==> config.mk <==
export PLATFORM = sky130hd
export DESIGN_NAME = icsc_top
export DESIGN_NICKNAME = d
export VERILOG_FILES = /design/src/icsc_pkg.sv /design/src/icsc_channel.sv /design/src/icsc_top.sv
export SDC_FILE = /design/constraint.sdc
export NUM_CORES = 1
export LEC_CHECK = 0
export BUFFER_PORTS_ARGS = -buffer_cell sky130_fd_sc_hd__clkbuf_2
export CORE_UTILIZATION = 44
export CTS_CLUSTER_SIZE = 20
export DETAILED_ROUTE_END_ITERATION = 10
export PLACE_DENSITY = 0.77
export REMOVE_ABC_BUFFERS = 1
export SLEW_MARGIN = 10
export SYNTH_ARGS = -nofsm -noshare
export SYNTH_HDL_FRONTEND = slang
export SYNTH_SLANG_ARGS = --single-unit
==> constraint.sdc <==
create_clock -name i_clk_sys -period 1.47 [get_ports i_clk_sys]
set_input_delay 0.2205 -clock i_clk_sys [delete_from_list [all_inputs] [get_ports i_clk_sys]]
set_output_delay 0.2205 -clock i_clk_sys [all_outputs]
set_load 0.05 [all_outputs]
==> src/icsc_pkg.sv <==
package icsc_pkg;
    // ----------------------------------------------------------------
    // Register map
    // ----------------------------------------------------------------
    localparam logic [7:0] ICSC_CH0_CONTROL_ADDR = 8'h00_C0;
    localparam logic [7:0] ICSC_CH1_CONTROL_ADDR = 8'h00_D0;
    localparam logic [7:0] ICSC_CH2_CONTROL_ADDR = 8'h00_E0;
    localparam int         ICSC_NUM_CH           = 3;
    // ----------------------------------------------------------------
    // Control register fields
    // ----------------------------------------------------------------
    localparam int ICSC_SEQ_STOP_BIT  = 7;
    localparam int ICSC_START_BIT     = 6;
    localparam int ICSC_BYTE_STOP_BIT = 5;
    localparam int ICSC_TRIG_POL_BIT  = 4;
    localparam int ICSC_TRIG_EN_BIT   = 3;
    localparam logic [7:0] ICSC_CONTROL_RESET = 8'h00_00;
    // Bits that store a value; pointer resets and bit 0 read back as zero
    localparam logic [7:0] ICSC_CONTROL_RW_MASK = 8'h00_18;
    // Frame repeat count values named in the clear conditions
    localparam logic [7:0] ICSC_FRAME_ZERO = 8'h00_00;
    localparam logic [7:0] ICSC_FRAME_ONE  = 8'h00_01;
    // ----------------------------------------------------------------
    // Channel states
    // ----------------------------------------------------------------
    typedef enum logic [1:0] {
        ICSC_ST_IDLE   = 2'b00,
        ICSC_ST_CHECK  = 2'b01,
        ICSC_ST_ACTIVE = 2'b10,
        ICSC_ST_STOP   = 2'b11
    } icsc_state_e;
endpackage

==> src/icsc_channel.sv <==
`timescale 1ns/100ps
module icsc_channel
    import icsc_pkg::*;
(
    // Clock and reset
    input  wire logic       i_clk_sys,
    input  wire logic       i_resetn,
    // Host write of this channel's control register
    input  wire logic       i_wr,
    input  wire logic [7:0] i_wdata,
    // Channel context
    input  wire logic       i_channel_enable_bit,
    input  wire logic [7:0] i_frame_repeat_count,
    // Serial engine status
    input  wire logic       i_bus_busy,
    input  wire logic       i_stop_seen,
    input  wire logic       i_byte_done,
    input  wire logic       i_seq_done,
    input  wire logic       i_loop_done,
    input  wire logic       i_reading,
    input  wire logic       i_err_event,
    // Register and engine controls
    output logic      [7:0] o_control,
    output logic            o_gen_start,
    output logic            o_gen_stop,
    output logic            o_gen_nack,
    output logic            o_bus_data_error_flag,
    output logic            o_err_report,
    output logic            o_active
);
    // ----------------------------------------------------------------
    // State
    // ----------------------------------------------------------------
    icsc_state_e st_q, st_d;
    logic [7:0]  ctl_q, ctl_d;        // Stored control bits
    logic        start_q, start_d;    // Pulse outputs, registered
    logic        stop_q, stop_d;
    logic        nack_q, nack_d;
    logic        berr_q, berr_d;      // Bus error flag, sticky
    logic        erep_q, erep_d;
    logic        act_q, act_d;        // Not-idle flag, registered so the port has no decode
    logic        sseq, sbyte, sreq;
    logic        wr_start, wr_sseq, wr_sbyte;

    assign sseq  = ctl_q[ICSC_SEQ_STOP_BIT];
    assign sbyte = ctl_q[ICSC_BYTE_STOP_BIT];
    assign sreq  = ctl_q[ICSC_START_BIT];
    assign wr_start = i_wr && i_wdata[ICSC_START_BIT];
    assign wr_sseq  = i_wr && i_wdata[ICSC_SEQ_STOP_BIT];
    assign wr_sbyte = i_wr && i_wdata[ICSC_BYTE_STOP_BIT];

    // ----------------------------------------------------------------
    // Next-state logic
    // ----------------------------------------------------------------
    always_comb begin
        st_d    = st_q;
        ctl_d   = ctl_q;
        start_d = 1'b0;
        stop_d  = 1'b0;
        nack_d  = 1'b0;
        berr_d  = berr_q;
        erep_d  = 1'b0;
        // Trigger bits only change while the channel is idle
        if (i_wr && st_q == ICSC_ST_IDLE) begin
            ctl_d = (ctl_q & ~ICSC_CONTROL_RW_MASK) | (i_wdata & ICSC_CONTROL_RW_MASK);
        end
        // Writing zeros never aborts anything, so only ones are acted on
        if (wr_start && i_channel_enable_bit && st_q == ICSC_ST_IDLE) begin // RULE11 RULE17 RULE7
            ctl_d[ICSC_START_BIT] = 1'b1;
        end
        // Stop requests are dropped while no start is pending
        if (wr_sseq && sreq) begin // RULE15
            ctl_d[ICSC_SEQ_STOP_BIT] = 1'b1;
        end
        if (wr_sbyte && sreq) begin // RULE15
            ctl_d[ICSC_BYTE_STOP_BIT] = 1'b1;
        end
        // Errors keep being reported up to the last bit, even when stopping
        // Any non-idle state counts, so the check cycle is covered as well
        if (i_err_event && st_q != ICSC_ST_IDLE) begin
            erep_d = 1'b1; // RULE4
        end
        case (st_q)
            ICSC_ST_IDLE: begin
                if (sreq) begin
                    st_d = ICSC_ST_CHECK;
                end
            end
            ICSC_ST_CHECK: begin
                // Check the bus before driving a START
                if (i_bus_busy) begin // RULE5 RULE6
                    berr_d = 1'b1;
                    ctl_d[ICSC_START_BIT] = 1'b0;
                    st_d = ICSC_ST_IDLE;
                end else begin
                    start_d = 1'b1; // RULE5
                    st_d    = ICSC_ST_ACTIVE;
                end
            end
            ICSC_ST_ACTIVE: begin
                // Byte stop wins over sequence stop when both are pending
                if (sbyte && i_byte_done) begin // RULE12 RULE16
                    nack_d = i_reading; // RULE13
                    stop_d = 1'b1;
                    ctl_d[ICSC_START_BIT] = 1'b0; // RULE10
                    st_d = ICSC_ST_STOP;
                end else if (sseq && i_seq_done) begin // RULE2
                    stop_d = 1'b1;
                    if (i_frame_repeat_count == ICSC_FRAME_ZERO
                        || i_frame_repeat_count > ICSC_FRAME_ONE) begin
                        ctl_d[ICSC_START_BIT] = 1'b0; // RULE9
                    end
                    st_d = ICSC_ST_STOP;
                end else if ((i_seq_done && i_frame_repeat_count == ICSC_FRAME_ONE)
                             || (i_loop_done && i_frame_repeat_count > ICSC_FRAME_ONE)) begin
                    ctl_d[ICSC_START_BIT] = 1'b0; // RULE8
                    stop_d = 1'b1;
                    st_d = ICSC_ST_STOP;
                end
            end
            ICSC_ST_STOP: begin
                // Stop flags clear once the STOP shows on the bus
                if (i_stop_seen) begin
                    ctl_d[ICSC_SEQ_STOP_BIT]  = 1'b0; // RULE3
                    ctl_d[ICSC_BYTE_STOP_BIT] = 1'b0; // RULE14
                    ctl_d[ICSC_START_BIT]     = 1'b0;
                    st_d = ICSC_ST_IDLE;
                end
            end
            default: begin
                st_d = ICSC_ST_IDLE;
            end
        endcase
        // Follows the next state, so the flag matches the state register exactly
        act_d = (st_d != ICSC_ST_IDLE);
    end

    // ----------------------------------------------------------------
    // Registers
    // ----------------------------------------------------------------
    always_ff @(posedge i_clk_sys or negedge i_resetn) begin
        if (!i_resetn) begin
            st_q    <= ICSC_ST_IDLE;
            ctl_q   <= ICSC_CONTROL_RESET;
            start_q <= 1'b0;
            stop_q  <= 1'b0;
            nack_q  <= 1'b0;
            berr_q  <= 1'b0;
            erep_q  <= 1'b0;
            act_q   <= 1'b0;
        end else begin
            st_q    <= st_d;
            ctl_q   <= ctl_d;
            start_q <= start_d;
            stop_q  <= stop_d;
            nack_q  <= nack_d;
            berr_q  <= berr_d;
            erep_q  <= erep_d;
            act_q   <= act_d;
        end
    end

    assign o_control             = ctl_q;
    assign o_gen_start           = start_q;
    assign o_gen_stop            = stop_q;
    assign o_gen_nack            = nack_q;
    assign o_bus_data_error_flag = berr_q;
    assign o_err_report          = erep_q;
    assign o_active              = act_q;
endmodule

==> src/icsc_top.sv <==
`timescale 1ns/100ps
// Function
// RULE1: Three 8-bit control registers at C0h, D0h, E0h
// RULE2: Sequence stop ends after sequence with STOP
// RULE3: Sequence stop bit clears on bus STOP
// RULE4: Errors still reported until last bit
// RULE5: Start request checks bus free, then START
// RULE6: Busy bus sets error flag, interrupt low
// RULE7: Host sets start only when idle
// RULE8: Start clears at sequence or loop completion
// RULE9: Start clears on sequence stop, count 0/>1
// RULE10: Start clears when byte stop byte done
// RULE11: Start cannot set while channel disabled
// RULE12: Byte stop ends after current byte
// RULE13: Read in progress gets NACK before STOP
// RULE14: Byte stop bit clears on bus STOP
// RULE15: Stop writes ignored while start is zero
// RULE16: Byte stop beats sequence stop
// RULE17: Writing zeros causes no action
module icsc_top
    import icsc_pkg::*;
(
    // Clock and reset
    input  wire logic                   i_clk_sys,
    input  wire logic                   i_resetn,
    // Parallel host port
    input  wire logic                   i_wr,
    input  wire logic                   i_rd,
    input  wire logic [7:0]             i_addr,
    input  wire logic [7:0]             i_wdata,
    // Channel context from the wider controller
    input  wire logic [ICSC_NUM_CH-1:0] i_channel_enable_bit,
    input  wire logic [7:0]             i_frame_repeat_count [ICSC_NUM_CH],
    // Serial engine status, one bit per channel
    input  wire logic [ICSC_NUM_CH-1:0] i_bus_busy,
    input  wire logic [ICSC_NUM_CH-1:0] i_stop_seen,
    input  wire logic [ICSC_NUM_CH-1:0] i_byte_done,
    input  wire logic [ICSC_NUM_CH-1:0] i_seq_done,
    input  wire logic [ICSC_NUM_CH-1:0] i_loop_done,
    input  wire logic [ICSC_NUM_CH-1:0] i_reading,
    input  wire logic [ICSC_NUM_CH-1:0] i_err_event,
    // Read data
    output logic      [7:0]             o_rdata,
    // Engine controls
    output logic      [ICSC_NUM_CH-1:0] o_gen_start,
    output logic      [ICSC_NUM_CH-1:0] o_gen_stop,
    output logic      [ICSC_NUM_CH-1:0] o_gen_nack,
    output logic      [ICSC_NUM_CH-1:0] o_err_report,
    output logic      [ICSC_NUM_CH-1:0] o_bus_data_error_flag,
    output logic      [ICSC_NUM_CH-1:0] o_active,
    // Interrupt, active low
    output logic                        o_int_n
);
    // ----------------------------------------------------------------
    // Address decode
    // ----------------------------------------------------------------
    localparam logic [7:0] CH_ADDR [ICSC_NUM_CH] =
        '{ICSC_CH0_CONTROL_ADDR, ICSC_CH1_CONTROL_ADDR, ICSC_CH2_CONTROL_ADDR};
    logic [7:0]             ctl [ICSC_NUM_CH];
    logic [ICSC_NUM_CH-1:0] berr;
    logic [7:0]             rdata_d, rdata_q;
    logic                   int_n_q;

    // One channel per control register
    for (genvar c = 0; c < ICSC_NUM_CH; c++) begin : g_ch
        icsc_channel u_ch (
            .i_clk_sys            (i_clk_sys),
            .i_resetn             (i_resetn),
            .i_wr                 (i_wr && i_addr == CH_ADDR[c]), // RULE1
            .i_wdata              (i_wdata),
            .i_channel_enable_bit (i_channel_enable_bit[c]),
            .i_frame_repeat_count (i_frame_repeat_count[c]),
            .i_bus_busy           (i_bus_busy[c]),
            .i_stop_seen          (i_stop_seen[c]),
            .i_byte_done          (i_byte_done[c]),
            .i_seq_done           (i_seq_done[c]),
            .i_loop_done          (i_loop_done[c]),
            .i_reading            (i_reading[c]),
            .i_err_event          (i_err_event[c]),
            .o_control            (ctl[c]),
            .o_gen_start          (o_gen_start[c]),
            .o_gen_stop           (o_gen_stop[c]),
            .o_gen_nack           (o_gen_nack[c]),
            .o_bus_data_error_flag(berr[c]),
            .o_err_report         (o_err_report[c]),
            .o_active             (o_active[c])
        );
    end

    // ----------------------------------------------------------------
    // Read mux; unmapped addresses read zero
    // ----------------------------------------------------------------
    always_comb begin
        rdata_d = 8'h00_00;
        for (int c = 0; c < ICSC_NUM_CH; c++) begin
            if (i_rd && i_addr == CH_ADDR[c]) begin // RULE1
                rdata_d = ctl[c];
            end
        end
    end

    always_ff @(posedge i_clk_sys or negedge i_resetn) begin
        if (!i_resetn) begin
            rdata_q <= 8'h00_00;
            int_n_q <= 1'b1;
        end else begin
            rdata_q <= rdata_d;
            int_n_q <= ~(|berr); // RULE6
        end
    end

    assign o_rdata               = rdata_q;
    assign o_bus_data_error_flag = berr;
    assign o_int_n               = int_n_q;
endmodule

==> Implementation_results.wiki <==
{| class="wikitable"
! Metric !! Value
|-
| Outcome || complete, no violations
|-
| Arrival time at the worst endpoint || 1.61 ns
|-
| Most instantiated cells after synthesis || dfrtp_1 (45), buf_4 (20), nor2_1 (20), a21oi_1 (14), nand2_1 (14)
|-
| Total of flip-flops plus latches after synthesis || between 40 and 50
|-
| Mean number of vias per cell || approximately 5.1
|-
| Cell chosen for the clock root || clkbuf_8
|-
| Die span in x || roughly 75 µm
|-
| CTS Buf Count || 5
|-
| Critical Path Max Stage Delay || approximately 0.52 ns
|-
| Fraction of final layout cells with drive strength greater than 1 || a little over two fifths
|-
| Number of antenna violations at the first check in global routing || 0
|-
| Number of synthesized flops with an enable pin || 0
|-
| Number of hold violations in the final report || 0
|-
| Row Count || 26
|-
| Total number of vias || roughly 1,900
|-
| Residual DRC count || 0
|-
| Period utilisation layout || 93.4%
|-
| Slowest-stage cell, CP || or4b_1
|-
| Pins Over Slew Limit || 0
|-
| YS warnings || 0
|-
| First-iteration detailed-routing DRC count || 102
|-
| Clock tree from TritonCTS || done
|-
| Die span in y || approximately 75 µm
|-
| Post-synth top flop || dfrtp_1
|-
| Clock skew after layout || 0.00428 ns
|-
| Category of the critical setup timing path || flop to flop
|-
| Crit-path leading delay family || simple AND/OR/NAND/NOR gates
|-
| P_leak || between 1 and 1.5 nW
|-
| Max-cap violations || 0
|-
| Setup Viol. Count Final || 0
|-
| Hpwl dp || between 3 and 4 mm
|-
| Number of clock sinks seen by CTS || 46
|-
| Required time at the worst-slack endpoint || about 1.7 ns
|-
| Overall fraction of global-route tracks in use || a little under a fifth
|-
| Worst-case clock buffer depth || 2
|-
| Cells after synthesis || around 220
|-
| Clk_lat worst skew || ~0.3 ns
|-
| Sum of negative setup slack || 0 ns
|-
| Max VDD drop || 0.843 mV
|-
| Net count, final || between 300 and 400
|-
| Area overhead of the layout relative to synthesis || 27.3%
|-
| Number of placed I/O pins || 95
|-
| Switching part of the total power || 37.2%
|-
| Port bufs || between 90 and 100
|-
| Synth top area cells || dfrtp_1 (48%), buf_4 (6.4%), nor2_1 (3.2%)
|-
| CP Buf/Inv Count || 0
|-
| Final ANT Viol Nets || 0
|-
| Kind of launch point of the worst setup path || flop
|-
| CP max FO || 4
|-
| Sequential cell fraction of total power || roughly 37%
|-
| Wirelength per Cell || approximately 13 µm
|-
| Register area share after synthesis || between 40 and 50%
|-
| Net Switching || 1.64 mW
|-
| Max H-tree Level || 2
|-
| Yosys top cell area share || between 40% and 50%
|-
| Largest net degree at the start of global routing || 47
|-
| Most frequent cell after synthesis || dfrtp_1
|-
| Clock network fraction of total power || about 26%
|-
| Total power draw || roughly 4.4 mW
|-
| First-pass iteration count of the detailed router || 4
|-
| Critical Path End Type || flop
|-
| Min-delay worst type || input port to flop
|-
| Aggregate global routing overflow || 0
|-
| Int Power || around 2.8 mW
|-
| Post-synthesis async set-or-reset flop share || 100%
|-
| Initial core utilization || 45.8%
|-
| Cells traversed along the worst timing path || or2b_4, or4b_1, a21oi_2
|-
| Final routed wirelength across all metal layers || roughly 4.9 mm
|-
| Post-synthesis instance area || 2350 µm²
|-
| Final period demand of the worst path || between 1 and 1.5 ns
|-
| Area enclosed by the die boundary || approximately 5600 µm²
|-
| Global-route wire length before repair || approximately 7.6 mm
|-
| Placeable core region || between 5000 and 6000 µm²
|-
| Highest achievable clock rate || 729 MHz
|-
| Count of different cell masters after synthesis || 48
|-
| Clock Pin Slew Worst Setup and Hold Paths || approximately 0.08 ns
|-
| Total power density per cell area || between 1000 and 1500 nW/µm²
|-
| Logic gate share of total power || between 30% and 40%
|-
| Average size of a mapped cell || approximately 11 µm²
|-
| Cell type contributing the most total cell area after synthesis || dfrtp_1
|-
| Routability congestion estimate from global placement || between 0.7 and 0.8
|-
| Via count of the first global-routing pass || about 1,700
|-
| Unrepaired setup endpoints after global routing || false
|-
| Antenna Cells || 0
|}
[what timing repair did]
| item | CTS | global route |
|---|---|---|
| hold endpoints to repair | 45 | 0 |
| endpoints found under the setup margin | 0 | 1 |
| setup buffers | 0 | 0 |
| hold buffers | 1 | 0 |
| resized for setup | 0 | 2 |
[flip-flops by register name (all words and copies together), names as in the netlist]
signal,cells
g_ch.u_ch.o_control,15
g_ch.u_ch.st_q,6
o_rdata,6
g_ch.u_ch.o_gen_stop,3
o_int_n,1
g_ch.u_ch.o_err_report,3
g_ch.u_ch.o_active,3
g_ch.u_ch.o_bus_data_error_flag,3
g_ch.u_ch.o_gen_nack,3
g_ch.u_ch.o_gen_start,3
[layer usage]
layer | track usage [%] | up-vias | part of all wire (%)
met3 | 4.42 | 8 | 6.1
met5 | 0 | - | 0
li1 | - | 952 | -
met4 | 7.00 | 0 | 2.1
met1 | 23.1 | 887 | 44
met2 | 30.4 | 71 | 47
[cells in the final DEF (no fill, tap or decap), types with 2 or more instances in the layout]
master     instances
clkbuf_2          91
dfrtp_1           45
nor2_1            20
buf_4             15
nand2_1           14
a21oi_1           13
a31oi_1           11
nor2b_1            7
nor3_1             7
mux2_1             6
clkbuf_8           6
a21o_1             5
mux2i_1            5
a41oi_1            4
nand3_1            3
nand2b_1           3
nor3b_1            3
o21ai_1            3
o21bai_1           3
nor4_2             2
xnor2_1            2
a21boi_1           2
and2_1             2
o31a_1             2
nor4_4             2
a311oi_1           2
a31o_2             2
a211oi_1           2
a22oi_1            2
inv_1              2
o21ai_0            2
bufinv_16          2
[kinds of logic after synthesis]
group | after synthesis | synth area share, %
AOI/OAI and AO/OA | 57 | 16.9
other | 1 | 0.159
muxes | 11 | 4.99
DFF | 46 | 48.9
buffers and inverters | 31 | 8.50
and+or+nand+nor | 73 | 19.7
xor gates and xnor gates | 2 | 0.744
[worst min-delay path: stages]
cell and delay, ns:
clkbuf_2 0.08, nand2_1 0.04, nor2_1 0.03
[layout make-up]
cell class              count  area (µm²)
inverters                   2        7.51
well taps                  70        87.6
fillers                   455        2140
clock inverters             2        60.1
repair buffers            108         598
flip-flops and latches     46        1150
clock buffers               6        82.6
multi-input cells         144        1010
[final timing paths]
path,start,to,slack [ns],cells after the start
max in group asynchronous,i_resetn,o_int_n$_DFF_PN1_,0.77,3
worst max register to register,g_ch[2].u_ch.st_q[1]$_DFF_PN0_,g_ch[2].u_ch.o_control[6]$_DFF_PN0_,0.1,3
worst min register to register,g_ch[2].u_ch.o_bus_data_error_flag$_DFFE_PN0P_,o_int_n$_DFF_PN1_,0.43,1
worst min-delay path,i_reading[0],g_ch[0].u_ch.o_gen_nack$_DFF_PN0_,0.1,3
worst max-delay path,g_ch[2].u_ch.st_q[1]$_DFF_PN0_,g_ch[2].u_ch.o_control[6]$_DFF_PN0_,0.1,3
min in group asynchronous,i_resetn,g_ch[1].u_ch.o_err_report$_DFF_PN0_,0.43,3
[power groups by stage]
| stage | Sequential [mW] | Clock (mW) | Combinational [mW] |
|---|---|---|---|
| finish | 1.65 | 1.14 | 1.62 |
| global route | 1.68 | 1.21 | 1.74 |
| CTS | 1.65 | 1.16 | 1.61 |
| detailed placement | 1.67 | 0 | 1.60 |
| global placement | 1.67 | 0 | 1.58 |
| floorplan | 2.20 | 0 | 0.454 |
[through the flow]
step	hold WS [ns]	cells	setup slack [ns]	utilization [%]	area, µm²
3_3_place_gp	0.218	369	-0.0417	55.2	2840
2_1_floorplan	-0.0751	192	-0.00140	-	2160
6_report	0.0987	378	0.0977	58.3	3000
5_1_grt	0.108	378	0.0195	58.3	3000
3_5_place_dp	0.224	369	-0.0686	55.2	2840
4_1_cts	0.0939	378	0.0581	58.2	2990
(Power assumes the default switching activity.)
